**config.mk**
```make
export PLATFORM = sky130hd
export DESIGN_NAME = serial_port
export DESIGN_NICKNAME = d
export VERILOG_FILES = /design/src/logic/pin_sync.v /design/src/logic/serial_port.v
export VERILOG_INCLUDE_DIRS = /design/src /design/src/logic
export SDC_FILE = /design/constraint.sdc
export NUM_CORES = 1
export LEC_CHECK = 0
export BUFFER_PORTS_ARGS = -buffer_cell sky130_fd_sc_hd__buf_2
export CORE_UTILIZATION = 55
export DETAILED_ROUTE_END_ITERATION = 7
export PLACE_DENSITY = 0.82
export SKIP_LAST_GASP = 1
export SLEW_MARGIN = 20
export SYNTH_ARGS = -nofsm -noshare
export SYNTH_HDL_FRONTEND = slang
export SYNTH_HIERARCHICAL = 1
export SYNTH_SLANG_ARGS = --single-unit
```
**constraint.sdc**
```tcl
create_clock -name sys_clk_in -period 3.3 [get_ports sys_clk_in]
set_clock_uncertainty 0.15 [all_clocks]
set_input_delay 0.99 -clock sys_clk_in [delete_from_list [all_inputs] [get_ports sys_clk_in]]
set_output_delay 0.99 -clock sys_clk_in [all_outputs]
set_load 0.1 [all_outputs]
```
**src/logic/spi_port_consts.vh**
```
// Constants for the four-pin serial port: register map, fields, resets, timing
//
// Summary of operation
// - Word length one to sixteen, full duplex
// - Master drives serial clock, slave accepts it
// - 125 bit-rate settings, clock divided down
// - Falling scheme no delay: change fall, sample rise
// - Falling scheme delayed: bit half-cycle early
// - Rising scheme no delay: idle low
// - Rising scheme delayed: bit half-cycle early
// - Polarity and phase bits pick scheme
// - Transmit can be disabled, receive continues
// - Interrupt request or polled status flags
// - Nine registers at frame base 7040h
// - Data in bits 7-0, upper reads zero
// - Four pins: data out, data in, enable, clock
// - Pin-function bit clear: all four pins become general-purpose I/O
`ifndef SPI_PORT_CONSTS_VH
`define SPI_PORT_CONSTS_VH

`define FRAME_BASE        16'h7040
`define REG_CFG           4'h0
`define REG_CTRL          4'h1
`define REG_STATUS        4'h2
`define REG_RATE          4'h3
`define REG_RX_HI         4'h4
`define REG_RX_LO         4'h5
`define REG_TX_HI         4'h6
`define REG_TX_LO         4'h7
`define REG_PINS          4'h8

`define CFG_RUN_BIT       7
`define CFG_POL_BIT       6
`define CFG_PINFN_BIT     5
`define CTRL_MASTER_BIT   0
`define CTRL_TXEN_BIT     1
`define CTRL_IRQEN_BIT    2
`define CTRL_PHASE_BIT    3
`define STAT_DONE_BIT     7
`define STAT_OVR_BIT      6
`define STAT_BUSY_BIT     5

`define CFG_RESET         8'h0f
`define CTRL_RESET        8'h02
`define RATE_RESET        7'h7f
`define RATE_MIN          7'h03

`define PIN_SOMI          0
`define PIN_SIMO          1
`define PIN_STE           2
`define PIN_SCLK          3

`endif

```
**src/logic/pin_sync.v**
```verilog
// Three-stage input synchroniser with agreement filter
`timescale 1ns/10ps
`default_nettype none
module pin_sync #(
  parameter WIDTH = 4
) (
  input  wire             sys_clk_in,
  input  wire             srst_in,
  input  wire [WIDTH-1:0] async_in,
  output reg  [WIDTH-1:0] level_out
);
  reg [WIDTH-1:0] stage1_reg;
  reg [WIDTH-1:0] stage2_reg;
  reg [WIDTH-1:0] stage3_reg;
  integer i;

  // Only the second stage reads the first; the filter looks at stages two and three
  always @(posedge sys_clk_in) begin
    if (srst_in) begin
      stage1_reg <= {WIDTH{1'b0}};
      stage2_reg <= {WIDTH{1'b0}};
      stage3_reg <= {WIDTH{1'b0}};
      level_out  <= {WIDTH{1'b0}};
    end else begin
      stage1_reg <= async_in;
      stage2_reg <= stage1_reg;
      stage3_reg <= stage2_reg;
      for (i = 0; i < WIDTH; i = i + 1) begin
        if (stage2_reg[i] == stage3_reg[i]) begin
          level_out[i] <= stage3_reg[i];
        end
      end
    end
  end
endmodule // pin_sync
`default_nettype wire

```
**src/logic/serial_port.v**
```verilog
// Four-pin synchronous serial port with register port, master and slave modes
//
// The strobed register port and the register offsets were left to the implementer.
`timescale 1ns/10ps
`default_nettype none
`include "spi_port_consts.vh"
module serial_port (
  input  wire        sys_clk_in,
  input  wire        srst_in,
  input  wire [3:0]  addr_in,
  input  wire [15:0] wdata_in,
  input  wire        wr_in,
  input  wire        rd_in,
  output reg  [15:0] rdata_out,
  output reg         irq_out,
  input  wire        slave_out_master_in_pin_in,
  output reg         slave_out_master_in_pin_out,
  output reg         slave_out_master_in_pin_oe_out,
  input  wire        slave_in_master_out_pin_in,
  output reg         slave_in_master_out_pin_out,
  output reg         slave_in_master_out_pin_oe_out,
  input  wire        slave_transmit_enable_pin_in,
  output reg         slave_transmit_enable_pin_out,
  output reg         slave_transmit_enable_pin_oe_out,
  input  wire        serial_clock_pin_in,
  output reg         serial_clock_pin_out,
  output reg         serial_clock_pin_oe_out
);
  // Register file
  reg  [7:0]  cfg_reg;
  reg  [7:0]  ctrl_reg;
  reg  [6:0]  rate_reg;
  reg  [15:0] tx_buf_reg;
  reg  [15:0] rx_buf_reg;
  reg  [7:0]  pins_reg;
  reg         done_reg;
  reg         ovr_reg;

  // Shift engine
  reg         busy_reg;
  reg  [4:0]  phase_reg;
  reg  [6:0]  div_cnt_reg;
  reg         sclk_reg;
  reg  [15:0] tx_sh_reg;
  reg  [15:0] rx_sh_reg;
  reg  [3:0]  bit_cnt_reg;
  reg         sclk_prev_reg;
  reg         tx_pending_reg;

  wire [3:0]  pin_level;
  wire        run        = cfg_reg[`CFG_RUN_BIT];
  wire        pol        = cfg_reg[`CFG_POL_BIT];
  wire        pin_fn     = cfg_reg[`CFG_PINFN_BIT];
  wire [3:0]  word_last  = cfg_reg[3:0];
  wire        master     = ctrl_reg[`CTRL_MASTER_BIT];
  wire        tx_en      = ctrl_reg[`CTRL_TXEN_BIT];
  wire        irq_en     = ctrl_reg[`CTRL_IRQEN_BIT];
  wire        cpha       = ctrl_reg[`CTRL_PHASE_BIT];

  // Mask of the low bits that belong to a word of word_last+1 bits
  function [15:0] word_mask;
    input [3:0] last;
    begin
      word_mask = 16'hffff >> (4'hf - last);
    end
  endfunction

  // Register index match, shared by the read and write decoders
  function hit;
    input [3:0] addr;
    input [3:0] idx;
    begin
      hit = (addr == idx);
    end
  endfunction

  pin_sync #(
    .WIDTH (4)
  ) u_pin_sync (
    .sys_clk_in (sys_clk_in),
    .srst_in    (srst_in),
    .async_in   ({serial_clock_pin_in, slave_transmit_enable_pin_in,
                  slave_in_master_out_pin_in, slave_out_master_in_pin_in}),
    .level_out  (pin_level)
  );

  // Rates below the minimum clamp to it, leaving 125 usable settings
  wire [6:0]  rate_eff   = (rate_reg < `RATE_MIN) ? `RATE_MIN : rate_reg;
  wire        tick       = (div_cnt_reg == rate_eff);
  wire [4:0]  phase_end  = {word_last, 1'b1};
  wire [4:0]  phase_nx   = phase_reg + 5'h01;

  wire        wr_tx_lo   = wr_in && hit(addr_in, `REG_TX_LO);
  wire        rd_rx_lo   = rd_in && hit(addr_in, `REG_RX_LO);
  wire [15:0] tx_word    = wr_tx_lo ? {tx_buf_reg[15:8], wdata_in[7:0]} : tx_buf_reg;

  // Slave side edge detection on the synchronised clock pin
  wire        s_clk      = pin_level[`PIN_SCLK];
  wire        s_sel      = pin_fn && run && !master && !pin_level[`PIN_STE];
  wire        s_edge     = s_sel && (s_clk != sclk_prev_reg);
  wire        s_lead     = s_edge && (s_clk != pol);
  wire        s_trail    = s_edge && (s_clk == pol);
  wire        s_sample   = cpha ? s_lead : s_trail;
  wire        s_shift    = (cpha ? s_trail : s_lead) && (bit_cnt_reg != 4'h0);

  // Master start: write to the low transmit byte, or a write held while busy
  wire        m_start    = run && master && pin_fn && !busy_reg && (wr_tx_lo || tx_pending_reg);

  wire        m_done     = busy_reg && tick && (phase_reg == phase_end);
  wire        m_sample   = busy_reg && tick && !m_done && phase_nx[0];
  wire        m_shift    = busy_reg && tick && !m_done && !phase_nx[0];
  wire        s_done     = s_sample && (bit_cnt_reg == word_last);
  wire        rx_bit     = master ? pin_level[`PIN_SOMI] : pin_level[`PIN_SIMO];
  wire [15:0] rx_next    = {rx_sh_reg[14:0], rx_bit};
  wire        word_done  = m_done || s_done;

  // Register writes and status flags
  always @(posedge sys_clk_in) begin
    if (srst_in) begin
      cfg_reg    <= `CFG_RESET;
      ctrl_reg   <= `CTRL_RESET;
      rate_reg   <= `RATE_RESET;
      tx_buf_reg <= 16'h0000;
      pins_reg   <= 8'h00;
      done_reg   <= 1'b0;
      ovr_reg    <= 1'b0;
    end else begin
      // Upper data byte is ignored on every write
      if (wr_in) begin
        if (hit(addr_in, `REG_CFG)) begin
          cfg_reg <= wdata_in[7:0];
        end else if (hit(addr_in, `REG_CTRL)) begin
          ctrl_reg <= wdata_in[7:0];
        end else if (hit(addr_in, `REG_RATE)) begin
          rate_reg <= wdata_in[6:0];
        end else if (hit(addr_in, `REG_TX_HI)) begin
          tx_buf_reg[15:8] <= wdata_in[7:0];
        end else if (hit(addr_in, `REG_TX_LO)) begin
          tx_buf_reg[7:0] <= wdata_in[7:0];
        end else if (hit(addr_in, `REG_PINS)) begin
          pins_reg <= wdata_in[7:0];
        end
      end
      // Completion sets the flag even when it is read away in the same cycle
      if (word_done) begin
        done_reg <= 1'b1;
      end else if (rd_rx_lo) begin
        done_reg <= 1'b0;
      end
      if (word_done && done_reg && !rd_rx_lo) begin
        ovr_reg <= 1'b1;
      end else if (wr_in && hit(addr_in, `REG_STATUS) && wdata_in[`STAT_OVR_BIT]) begin
        ovr_reg <= 1'b0;
      end
    end
  end

  // Shift engine for both roles
  always @(posedge sys_clk_in) begin
    if (srst_in || !run) begin
      // Software reset parks the clock at its idle level, clears the bit counters and drops the word in progress
      busy_reg       <= 1'b0;
      phase_reg      <= 5'h00;
      div_cnt_reg    <= 7'h00;
      sclk_reg       <= srst_in ? 1'b0 : pol;
      bit_cnt_reg    <= 4'h0;
      tx_sh_reg      <= srst_in ? 16'h0000 : tx_buf_reg;
      rx_sh_reg      <= 16'h0000;
      sclk_prev_reg  <= srst_in ? 1'b0 : pol;
      tx_pending_reg <= 1'b0;
      rx_buf_reg     <= srst_in ? 16'h0000 : rx_buf_reg;
    end else begin
      sclk_prev_reg <= s_clk;
      if (wr_tx_lo && master && busy_reg) begin
        tx_pending_reg <= 1'b1;
      end else if (m_start) begin
        tx_pending_reg <= 1'b0;
      end
      div_cnt_reg <= (tick || !busy_reg) ? 7'h00 : div_cnt_reg + 7'h01;
      if (master) begin
        // First bit goes out at start; with no phase delay the clock goes active at once
        if (m_start) begin
          busy_reg  <= 1'b1;
          phase_reg <= 5'h00;
          tx_sh_reg <= tx_word;
          sclk_reg  <= pol ^ ~cpha;
        end else if (m_done) begin
          busy_reg   <= 1'b0;
          sclk_reg   <= pol;
          rx_buf_reg <= rx_sh_reg & word_mask(word_last);
        end else if (busy_reg && tick) begin
          phase_reg <= phase_nx;
          // Clock active on even half-periods without delay, odd ones with delay
          sclk_reg  <= pol ^ (cpha ? phase_nx[0] : ~phase_nx[0]);
        end else if (!busy_reg) begin
          sclk_reg <= pol;
        end
        if (m_sample) begin
          rx_sh_reg <= rx_next;
        end
        if (m_shift) begin
          tx_sh_reg <= {tx_sh_reg[14:0], 1'b0};
        end
      end else begin
        busy_reg <= 1'b0;
        sclk_reg <= pol;
        if (!s_sel) begin
          // Deselected slave restarts its word and reloads the next outgoing one
          bit_cnt_reg <= 4'h0;
          tx_sh_reg   <= tx_word;
        end else if (s_done) begin
          bit_cnt_reg <= 4'h0;
          rx_buf_reg  <= rx_next & word_mask(word_last);
          tx_sh_reg   <= tx_word;
        end else begin
          if (s_sample) begin
            bit_cnt_reg <= bit_cnt_reg + 4'h1;
            rx_sh_reg   <= rx_next;
          end
          if (s_shift) begin
            tx_sh_reg <= {tx_sh_reg[14:0], 1'b0};
          end else if (wr_tx_lo && bit_cnt_reg == 4'h0 && !s_sample) begin
            tx_sh_reg <= tx_word;
          end
        end
      end
    end
  end

  // Pin drive: port function or general-purpose I/O
  reg [3:0] pin_out_next;
  reg [3:0] pin_oe_next;
  wire      data_bit = tx_sh_reg[word_last];

  always @* begin
    pin_out_next = pins_reg[7:4];
    pin_oe_next  = pins_reg[3:0];
    if (pin_fn) begin
      pin_out_next = 4'h0;
      pin_oe_next  = 4'h0;
      if (master) begin
        pin_out_next[`PIN_SCLK] = sclk_reg;
        pin_oe_next[`PIN_SCLK]  = 1'b1;
        pin_out_next[`PIN_SIMO] = data_bit;
        pin_oe_next[`PIN_SIMO]  = tx_en;
      end else begin
        // Slave drives its data line only while selected
        pin_out_next[`PIN_SOMI] = data_bit;
        pin_oe_next[`PIN_SOMI]  = tx_en && s_sel;
      end
    end
  end

  always @(posedge sys_clk_in) begin
    if (srst_in) begin
      slave_out_master_in_pin_out      <= 1'b0;
      slave_out_master_in_pin_oe_out   <= 1'b0;
      slave_in_master_out_pin_out      <= 1'b0;
      slave_in_master_out_pin_oe_out   <= 1'b0;
      slave_transmit_enable_pin_out    <= 1'b0;
      slave_transmit_enable_pin_oe_out <= 1'b0;
      serial_clock_pin_out             <= 1'b0;
      serial_clock_pin_oe_out          <= 1'b0;
      irq_out                          <= 1'b0;
    end else begin
      slave_out_master_in_pin_out      <= pin_out_next[`PIN_SOMI];
      slave_out_master_in_pin_oe_out   <= pin_oe_next[`PIN_SOMI];
      slave_in_master_out_pin_out      <= pin_out_next[`PIN_SIMO];
      slave_in_master_out_pin_oe_out   <= pin_oe_next[`PIN_SIMO];
      slave_transmit_enable_pin_out    <= pin_out_next[`PIN_STE];
      slave_transmit_enable_pin_oe_out <= pin_oe_next[`PIN_STE];
      serial_clock_pin_out             <= pin_out_next[`PIN_SCLK];
      serial_clock_pin_oe_out          <= pin_oe_next[`PIN_SCLK];
      irq_out                          <= done_reg && irq_en;
    end
  end

  // Register reads: one cycle later, upper byte always zero
  reg [7:0] rd_byte;
  always @* begin
    rd_byte = 8'h00;
    if (hit(addr_in, `REG_CFG)) begin
      rd_byte = cfg_reg;
    end else if (hit(addr_in, `REG_CTRL)) begin
      rd_byte = ctrl_reg;
    end else if (hit(addr_in, `REG_STATUS)) begin
      rd_byte = {done_reg, ovr_reg, busy_reg, 5'h00};
    end else if (hit(addr_in, `REG_RATE)) begin
      rd_byte = {1'b0, rate_reg};
    end else if (hit(addr_in, `REG_RX_HI)) begin
      rd_byte = rx_buf_reg[15:8];
    end else if (hit(addr_in, `REG_RX_LO)) begin
      rd_byte = rx_buf_reg[7:0];
    end else if (hit(addr_in, `REG_TX_HI)) begin
      rd_byte = tx_buf_reg[15:8];
    end else if (hit(addr_in, `REG_TX_LO)) begin
      rd_byte = tx_buf_reg[7:0];
    end else if (hit(addr_in, `REG_PINS)) begin
      // Pin levels let software check the clock idle level before selecting
      rd_byte = {pin_level, pins_reg[3:0]};
    end
  end

  always @(posedge sys_clk_in) begin
    if (srst_in) begin
      rdata_out <= 16'h0000;
    end else begin
      rdata_out <= rd_in ? {8'h00, rd_byte} : 16'h0000;
    end
  end
endmodule // serial_port
`default_nettype wire

```
==> impl_metrics.toml, run 1 <==
[run_status]
status = "completed"

[die]
chipWidth_um = 118
dieArea_um2 = 13900
coreArea_um2 = 12800
start_util_pct = 57.5
rows = 41
io_pins = 53
die_h_um = 118

[clocking]
cts_buffer_depth = 2
cts_inserted_buffers = 17
path_clk_slew_ps = 60
cts_tree = "built"
cts_setup_buffers = 0
h-tree-depth = 4
clk_latency_ps = 430
clockRootBuffer = "clkbuf_16"
cts_sinks = 150
cts_hold_buf = 0
cts.repair.resized = 0

[power_and_ir_drop]
p_per_area_nw_per_um2 = 501
vdd_drop_max_v = 0.000412
leakage_nw = 3.15
total_power_mw = 4.21

[synth]
synthDistinctLibCells = 67
synth_top_cell_area_share_pct = 31.8
ys_warn_count = 6
syn_inst = 803
synth_ff_type = "dfxtp_1"
synth_area_leaders = "dfxtp_1, edfxtp_1, mux2i_1, nand2_1, nor2_1"
synth_seq_cells = 150
synth-edff-count = 33
synth_area_um2 = 7370
synth_most_common_cell = "dfxtp_1"
synthArstFlopShare_pct = 0
ys_seq_area_share_pct = 45.2
synth_commonest_cells = "dfxtp_1, nand2_1, nor2_1"
syn_avg_cell_area_um2 = 9.18
synth_top_area_cell = "dfxtp_1"

[grt]
grt_pass1_wl_um = 30400
antenna_found_initial = 0
grt_pass1_vias = 5795
grt_max_degree = 53
overflow = 0
grt.total_usage_pct = 28.2

[job]
drv_cap = 0

[sta]
hold-worst-slack_ps = 291
fmax_ghz = 0.340
period_share_pct = 89.0
rsz0062_at_grt = "no"
max_slew_margin_pct = 47.2
worstMarginPinSlew_ps = 791
setup_ws_ps = 362
finalSetupTns_ps = 0
setup_viol = 0
finalHoldViolations = 0
finalMaxSlewViolations = 0
min_period_ps = 2940

[critical_path]
critical_path_class = "reg -> reg"
path_max_fanout = 10
start_kind = "flop"
worstPathRequired_ps = 3380
crit_arrival_ps = 3020
setup.worst_path.end_class = "flop"

[route]
vias = 6147
firstDrtPassIters = 6
drt-initial-drc-count = 691
vias_per_cell = 6.03
drc = 0
drt_wl_total_um = 18900
ant_nets = 0
post_drt_wl_per_cell_um = 18.6

[cells_and_area]
fin_cells = 1020
drive_gt1_share_pct = 16.2
diodes = 0
syn2layout_area_growth_pct = 14.0
finalNetCount = 867
fillCellCount = 999

[place]
dp_worst_setup_slack_ps = 381
port_buffers = 36
gp_congestion = 0.972
dp_cells = 988
dpl.hpwl_um = 12900

[min_path]
hold_class = "reg -> reg"
[critical path, cell delays in order (launching register included)]
cell and delay, ps:
dfxtp_1 350, or4_1 550, nor2_2 160, mux2i_2 350
buf_4 240, a211oi_2 80, buf_4 170, or2_0 320
o311ai_1 360
[path summary, 6_finish.rpt]
kind | start | end | slack (ps) | cells after the start
worst max-delay path | rate_reg[5]$_SDFFE_PP1P_ | tx_sh_reg[7]$_DFFE_PP_ | 360 | 8
worst min-delay path | u_pin_sync/stage1_reg[1]$_SDFF_PP0_ | u_pin_sync/stage2_reg[1]$_SDFF_PP0_ | 290 | 1
worst max register to register | rate_reg[5]$_SDFFE_PP1P_ | tx_sh_reg[7]$_DFFE_PP_ | 360 | 8
worst min register to register | u_pin_sync/stage1_reg[1]$_SDFF_PP0_ | u_pin_sync/stage2_reg[1]$_SDFF_PP0_ | 290 | 1
[cell usage in the layout (no fill, tap or decap), types with 5 or more instances in the layout]
cell	synthesis	final
dfxtp_1	117	117
buf_4	11	33
nor3_1	11	11
a2bb2oi_1	5	5
conb_1	1	8
mux4_2	5	5
and3_1	5	5
a21o_1	5	5
mux2i_1	76	76
edfxtp_1	33	33
a21oi_1	38	38
xnor2_1	7	7
inv_1	17	17
a31oi_1	7	7
a211oi_1	7	7
xor2_1	15	15
nor2_1	81	81
o311ai_1	7	7
or3b_2	7	7
nand2_1	102	102
nand3b_1	12	12
and2b_2	6	6
o21ai_0	34	33
buf_2	2	35
o22ai_1	5	5
nor2b_1	14	14
nor3b_1	5	5
and2_1	6	6
nand2b_1	25	25
nand3_1	22	22
clkbuf_16	0	21
[through the flow]
step	util [%]	cell area (um^2)
final	65.5	8400
after global routing	65.5	8400
after CTS	65.5	8400
after detailed placement	60.6	7770
after global placement	60.6	7770
after floorplan	-	7400
[where the power goes]
part | total, mW | switching, mW | internal (mW)
clock network | 2.03 | 0.766 | 1.26
registers | 1.92 | 0.0175 | 1.90
logic | 0.263 | 0.190 | 0.0729
[layer usage]
| layer | wire (um) | vias to the layer above | global-route usage (%) |
|---|---|---|---|
| met2 | 8520 | 301 | 42.4 |
| met3 | 1540 | 59 | 6.83 |
| li1 | - | 2862 | - |
| met1 | 8050 | 2925 | 37.1 |
| met4 | 827 | 0 | 15.9 |
| met5 | 0 | - | 0 |
[cell type report]
cell class	instances	area, um^2	area share [%]
multi-input cells	579	3710	44.2
repair buffers	69	443	5.27
inverters	18	67.6	0.804
flip-flops and latches	150	3330	39.7
clock inverters	8	76.3	0.908
clock buffers	24	557	6.63
well taps	172	215	2.56
[cell families (layout without fill, tap and decap cells)]
logic type	count (synthesis)	in the layout	synth area share, %
adder cells (fa/ha/maj)	4	4	0.679
XOR/XNOR	22	22	2.61
AND/OR/NAND/NOR	317	317	21.1
other	1	8	0.0509
multiplexers	84	84	12.3
buffers and inverters	81	119	4.82
flip-flops	150	150	45.2
AO/OA/AOI/OAI	144	144	13.2
No activity file was read; power rests on OpenSTA's default activity.
==> run 2: changes to the inputs <==
==> constraint.sdc (replaced) <==
create_clock -name sys_clk_in -period 3.3 [get_ports sys_clk_in]
set_clock_uncertainty 0.15 [all_clocks]
set_input_delay 0 -clock sys_clk_in [delete_from_list [all_inputs] [get_ports sys_clk_in]]
set_output_delay 0 -clock sys_clk_in [all_outputs]
set_load 0.1 [all_outputs]
==> run 2 against run 1 <==
  * Final cell count rose by 0.88%
  * Critical endpoint unchanged
  * Global-route usage rose by 0.57 points
  * Clock-buffer cell count rose by 3
  * Highest routed layer unchanged
  * Worst hold slack got worse by 210 ps
  * Core utilization rose by 0.57 points
  * Design area rose by 0.86%
==> impl_metrics.toml, run 2 (synthesis gave the netlist of run 1 again) <==
[route]
wirelength_met1_um = 8140
firstDrtPassIters = 6
drt-initial-drc-count = 701
wl_met2_um = 8780
top_layer = "met4"
post_drt_wl_per_cell_um = 18.5
ant_nets = 0
vias_per_cell = 6.00
wl_met3_um = 1500
vias = 6172
drt_wl_total_um = 19100
drc = 0

[die]
coreArea_um2 = 12800
chipWidth_um = 118
rows = 41
io_pins = 53
die_h_um = 118
dieArea_um2 = 13900
start_util_pct = 57.5

[clocking]
clk_latency_ps = 430
cts_inserted_buffers = 17
h-tree-depth = 4
cts_buffer_depth = 2
cts_setup_buffers = 0
path_clk_slew_ps = 60
cts.repair.resized = 0
clockRootBuffer = "clkbuf_16"
cts_tree = "built"
cts_sinks = 150

[critical_path]
setup.worst_path.end_class = "flop"
path_max_fanout = 8
critical_path_class = "reg -> reg"
crit_path_cell_trace = "or4_1 -> nor2_2 -> mux2i_2 -> a211oi_2 -> or2_0 -> o311ai_1"
cpPeakStageDelay_ps = 590
worstPathRequired_ps = 3390
crit_arrival_ps = 3120
start_kind = "flop"
critPathSlowestCell = "mux2i_2"

[sta]
finalSetupTns_ps = 0
worstMarginPinSlew_ps = 864
hold-worst-slack_ps = 79.7
setup_viol = 0
fmax_ghz = 0.329
finalHoldViolations = 0
finalMaxSlewViolations = 0
period_share_pct = 92.0
rsz0062_at_grt = "no"
min_period_ps = 3040
max_slew_margin_pct = 42.4

[cells_and_area]
finalNetCount = 876
final_cell_mix = "dfxtp_1, nand2_1, nor2_1, mux2i_1, a21oi_1"
final_common_cell = "dfxtp_1"
final_area_um2 = 8480
register_area_um2 = 3330
syn2layout_area_growth_pct = 15.0
diodes = 0
drive_gt1_share_pct = 14.1
multi_input_area_um2 = 3710
fillCellCount = 994

[grt]
overflow = 0
grt.total_usage_pct = 28.8
grt_max_degree = 92
antenna_found_initial = 0
grt_pass1_vias = 5900
grt_pass1_wl_um = 30900

[power_and_ir_drop]
vdd_drop_max_v = 0.000367
swShare_pct = 23.5
leakage_nw = 3.16
p_per_area_nw_per_um2 = 481
combPwrFrac_pct = 6.8
p_seq_share_pct = 47.0
intPower_mw = 3.12
switchingPower_uw = 959
p_clk_share_pct = 46.2

[place]
dpl_cell_area_um2 = 7690
gp_congestion = 0.937
port_buffers = 36
dpl.hpwl_um = 12600

[run_status]
status = "completed"

[min_path]
hold_class = "in -> reg"

[job]
drv_cap = 0
## run 2: cell count changes in the layout (fill, tap and decap cells not counted), sizes merged
cell	previous run	this run
dlygate4sd3	0	21
inv	21	19
clkbuf	24	27
buf	69	57
bufinv	1	0
## run 2: worst max-delay path: cells and delay by family, from the launching register on
| family | cells | cell delay, ps |
|---|---|---|
| DFF | 1 | 340 |
| and+or+nand+nor | 3 | 1140 |
| muxes | 1 | 590 |
| AOI/OAI and AO/OA | 2 | 620 |
## run 2: worst paths after layout
| check | start | slack (ps) | cells after the start | to |
|---|---|---|---|---|
| setup / recovery | rate_reg[5]$_SDFFE_PP1P_ | 260 | 6 | tx_sh_reg[7]$_DFFE_PP_ |
| hold / removal | addr_in[1] | 80 | 3 | rdata_out[1]$_SDFF_PP0_ |
| setup reg to reg | rate_reg[5]$_SDFFE_PP1P_ | 260 | 6 | tx_sh_reg[7]$_DFFE_PP_ |
| hold reg to reg | u_pin_sync/stage1_reg[1]$_SDFF_PP0_ | 300 | 1 | u_pin_sync/stage2_reg[1]$_SDFF_PP0_ |
## run 2: cell type report
cell class	instances	share of cell area [%]
repair buffers	78	6.76
flip-flops and latches	150	39.3
inverters	18	0.797
clock inverters	5	0.369
multi-input cells	579	43.8
clock buffers	27	6.44
well taps	172	2.54
## run 2: stage by stage
| step | worst slack, ps | power [mW] | utilization, % | std cells |
|---|---|---|---|---|
| after floorplan | 47.5 | 2.14 | - | 810 |
| after global routing | 85.8 | 4.20 | 66.1 | 1029 |
| after CTS | 316 | 4.07 | 66.1 | 1029 |
| after global placement | 362 | 2.20 | 60.0 | 976 |
| after detailed placement | 323 | 2.21 | 60.0 | 976 |
| final | 264 | 4.07 | 66.1 | 1029 |
## run 2: power groups by stage
stage                     clock [mW]  sequential, mW  combinational (mW)
after floorplan                    0            1.97               0.171
final                           1.88            1.92               0.277
after CTS                       1.89            1.92               0.271
after global placement             0            1.95               0.249
after detailed placement           0            1.96               0.251
after global routing            1.99            1.92               0.293
## run 2: repair_timing
action / 4_1_cts / 5_1_grt
endpoints found under the hold margin: 75 / 0
hold buffers: 21 / 0
setup endpoints to repair: 0 / 0
## run 2: metal layers
metal	up-vias	track usage [%]
met5	-	0
met4	0	15.1
met3	54	6.88
met2	288	43.8
met1	2934	37.9
li1	2896	-
==> run 3: changes to the inputs <==
BUFFER_PORTS_ARGS = -buffer_cell sky130_fd_sc_hd__buf_4   (was -buffer_cell sky130_fd_sc_hd__buf_2)
HOLD_SLACK_MARGIN = 0.12   (was not set)
clock period = 2.44 ns   (was 3.3 ns; I/O delays follow)
==> run 3 against run 2 <==
  * The run now ends with negative setup slack left
  * Die area did not move
  * Global-route usage rose by 4.0 points
  * Via count rose by 10%
  * Design area rose by 13%
  * Power rose by 38%
  * Critical endpoint is now rx_sh_reg[2]$_SDFFE_PN0P_
==> impl_metrics.toml, run 3 (synthesis gave the netlist of run 1 again) <==
[min_path]
hold_class = "in -> reg"
min_to = "rdata_out[7]$_SDFF_PP0_"
whs_path_depth = 6
min_from = "addr_in[2]"

[die]
die_h_um = 118
rows = 41
io_pins = 53
chipWidth_um = 118
start_util_pct = 57.5
dieArea_um2 = 13900
coreArea_um2 = 12800

[power_and_ir_drop]
swShare_pct = 23.2
intPower_mw = 4.33
p_seq_share_pct = 45.9
p_per_area_nw_per_um2 = 588
vdd_drop_max_v = 0.000555
p_clk_share_pct = 46.1
combPwrFrac_pct = 8.0
switchingPower_mw = 1.31
leakage_nw = 3.57

[critical_path]
setup.worst_path.end_class = "flop"
start_kind = "flop"
worstPathRequired_ps = 2600
regToRegSetupSlack_ps = -170
path_buf_inv = 4
crit_arrival_ps = 2770
crit_path_cell_trace = "or4_4 -> nor2_4 -> mux2i_4 -> buf_6 -> buf_8 -> a21oi_4 -> buf_6 -> a21o_4 -> clkbuf_16 -> mux2i_1"
r2r-end = "rx_sh_reg[2]$_SDFFE_PN0P_"
path_common_cell = "buf_6"
critical_path.top_delay_family = "simple AND/OR/NAND/NOR gates"
critical_path_class = "reg -> reg"
r2r-start = "rate_reg[5]$_SDFFE_PP1P_"
path_max_fanout = 8
r2r_cells = 10
cpPeakStageDelay_ps = 550
critPathSlowestCell = "or4_4"

[clocking]
path_clk_slew_ps = 60
clk_latency_ps = 430
cts_tree = "built"
clockRootBuffer = "clkbuf_16"
cts_buffer_depth = 2
cts_sinks = 150
h-tree-depth = 4
cts_inserted_buffers = 17

[sta]
worstMarginPinSlew_ps = 1300
setup_viol = 67
min_period_ps = 2610
fmax_ghz = 0.384
period_share_pct = 107
rsz0062_at_grt = "yes"
max_slew_margin_pct = 13.4
finalHoldViolations = 0
setup_ws_ps = -167
finalSetupTns_ps = -8420
finalMaxSlewViolations = 0

[run_status]
violations = "negative setup slack"
status = "complete, but fails checks"

[place]
port_buffers = 36
dpl.hpwl_um = 14300
gp_congestion = 0.947

[grt]
grt_pass1_vias = 6566
grt_pass1_wl_um = 35000
antenna_found_initial = 0
grt_max_degree = 51
grt.total_usage_pct = 32.8
overflow = 0

[route]
drt_wl_total_um = 23100
drt-initial-drc-count = 819
vias_per_cell = 6.23
ant_nets = 0
post_drt_wl_per_cell_um = 21.1
vias = 6816
drc = 0
firstDrtPassIters = 6

[cells_and_area]
fillCellCount = 822
drive_gt1_share_pct = 22.1
final_cell_mix = "dfxtp_1, nand2_1, buf_4, nor2_1, mux2i_1"
diodes = 0
final_common_cell = "dfxtp_1"
syn2layout_area_growth_pct = 30.1
finalNetCount = 943
finish.utilization_pct = 74.8

[job]
drv_cap = 0
[run 3: cell types whose count changed in the layout (fill, tap and decap cells not counted), moves of 4 or more]
cell | previous run | this run
o311ai_1 | 7 | 0
buf_2 | 36 | 0
buf_4 | 19 | 86
o21ai_0 | 33 | 26
a21oi_1 | 38 | 34
buf_6 | 0 | 6
o21ai_2 | 0 | 6
dlygate4sd3_1 | 21 | 44
o311ai_4 | 0 | 7
[run 3: tightest hold or removal path: stages]
cell     delay (ps)
buf_4           180
inv_1           120
nand3_1          80
o21ai_0          80
a21oi_1          80
nor2_1          170
[run 3: power by group through the flow]
| stage | Clock [mW] | Combinational (mW) | Sequential (mW) |
|---|---|---|---|
| floorplan | 0 | 0.233 | 2.67 |
| global placement | 0 | 0.362 | 2.64 |
| detailed placement | 0 | 0.370 | 2.64 |
| CTS | 2.61 | 0.419 | 2.59 |
| global route | 2.73 | 0.468 | 2.60 |
| finish | 2.60 | 0.451 | 2.59 |
[run 3: metrics by stage]
step	instances	area [um^2]	power [mW]	hold WS (ps)	worst slack (ps)
final	1094	9590	5.64	184	-167
after global routing	1094	9590	5.80	175	-245
after CTS	1089	9280	5.62	123	-136
after detailed placement	1013	8120	3.01	67.5	-208
after global placement	1013	8120	3.00	64.0	-148
after floorplan	810	7440	2.90	-32.2	-39.8
[run 3: repair_timing]
item	in CTS	in global routing
gates cloned	1	1
pin swaps	16	10
gates resized for setup	23	51
endpoints found under the setup margin	71	81
hold buffers	43	2
buffers inserted	2	3
hold endpoints to repair	90	2
[run 3: worst max path at each step]
stage	startpoint	end	slack (ps)	depth (start not counted)
finish	rate_reg[5]$_SDFFE_PP1P_	rx_sh_reg[2]$_SDFFE_PN0P_	-170	10
global route	rate_reg[5]$_SDFFE_PP1P_	tx_sh_reg[5]$_DFFE_PP_	-250	8
CTS	rate_reg[6]$_SDFFE_PP1P_	rx_sh_reg[8]$_SDFFE_PN0P_	-140	10
detailed placement	rate_reg[3]$_SDFFE_PP1P_	sclk_reg$_DFFE_PP_	-210	8
global placement	rate_reg[5]$_SDFFE_PP1P_	tx_sh_reg[9]$_DFFE_PP_	-150	7
floorplan	rate_reg[5]$_SDFFE_PP1P_	tx_sh_reg[0]$_DFFE_PP_	-40	5
[run 3: routing by layer]
| layer | GRT usage (%) | wire, um |
|---|---|---|
| met4 | 18.4 | 1220 |
| met5 | 0 | 0 |
| met2 | 52.2 | 10900 |
| met1 | 40.4 | 8810 |
| met3 | 8.24 | 2170 |
[run 3: cell type report]
cell class,instances,area [um^2],share of cell area [%]
inverters,18,67.6,0.705
well taps,172,215,2.24
clock inverters,8,98.8,1.03
repair buffers,145,1330,13.9
flip-flops and latches,150,3340,34.8
clock buffers,22,485,5.06
multi-input cells,579,4060,42.3
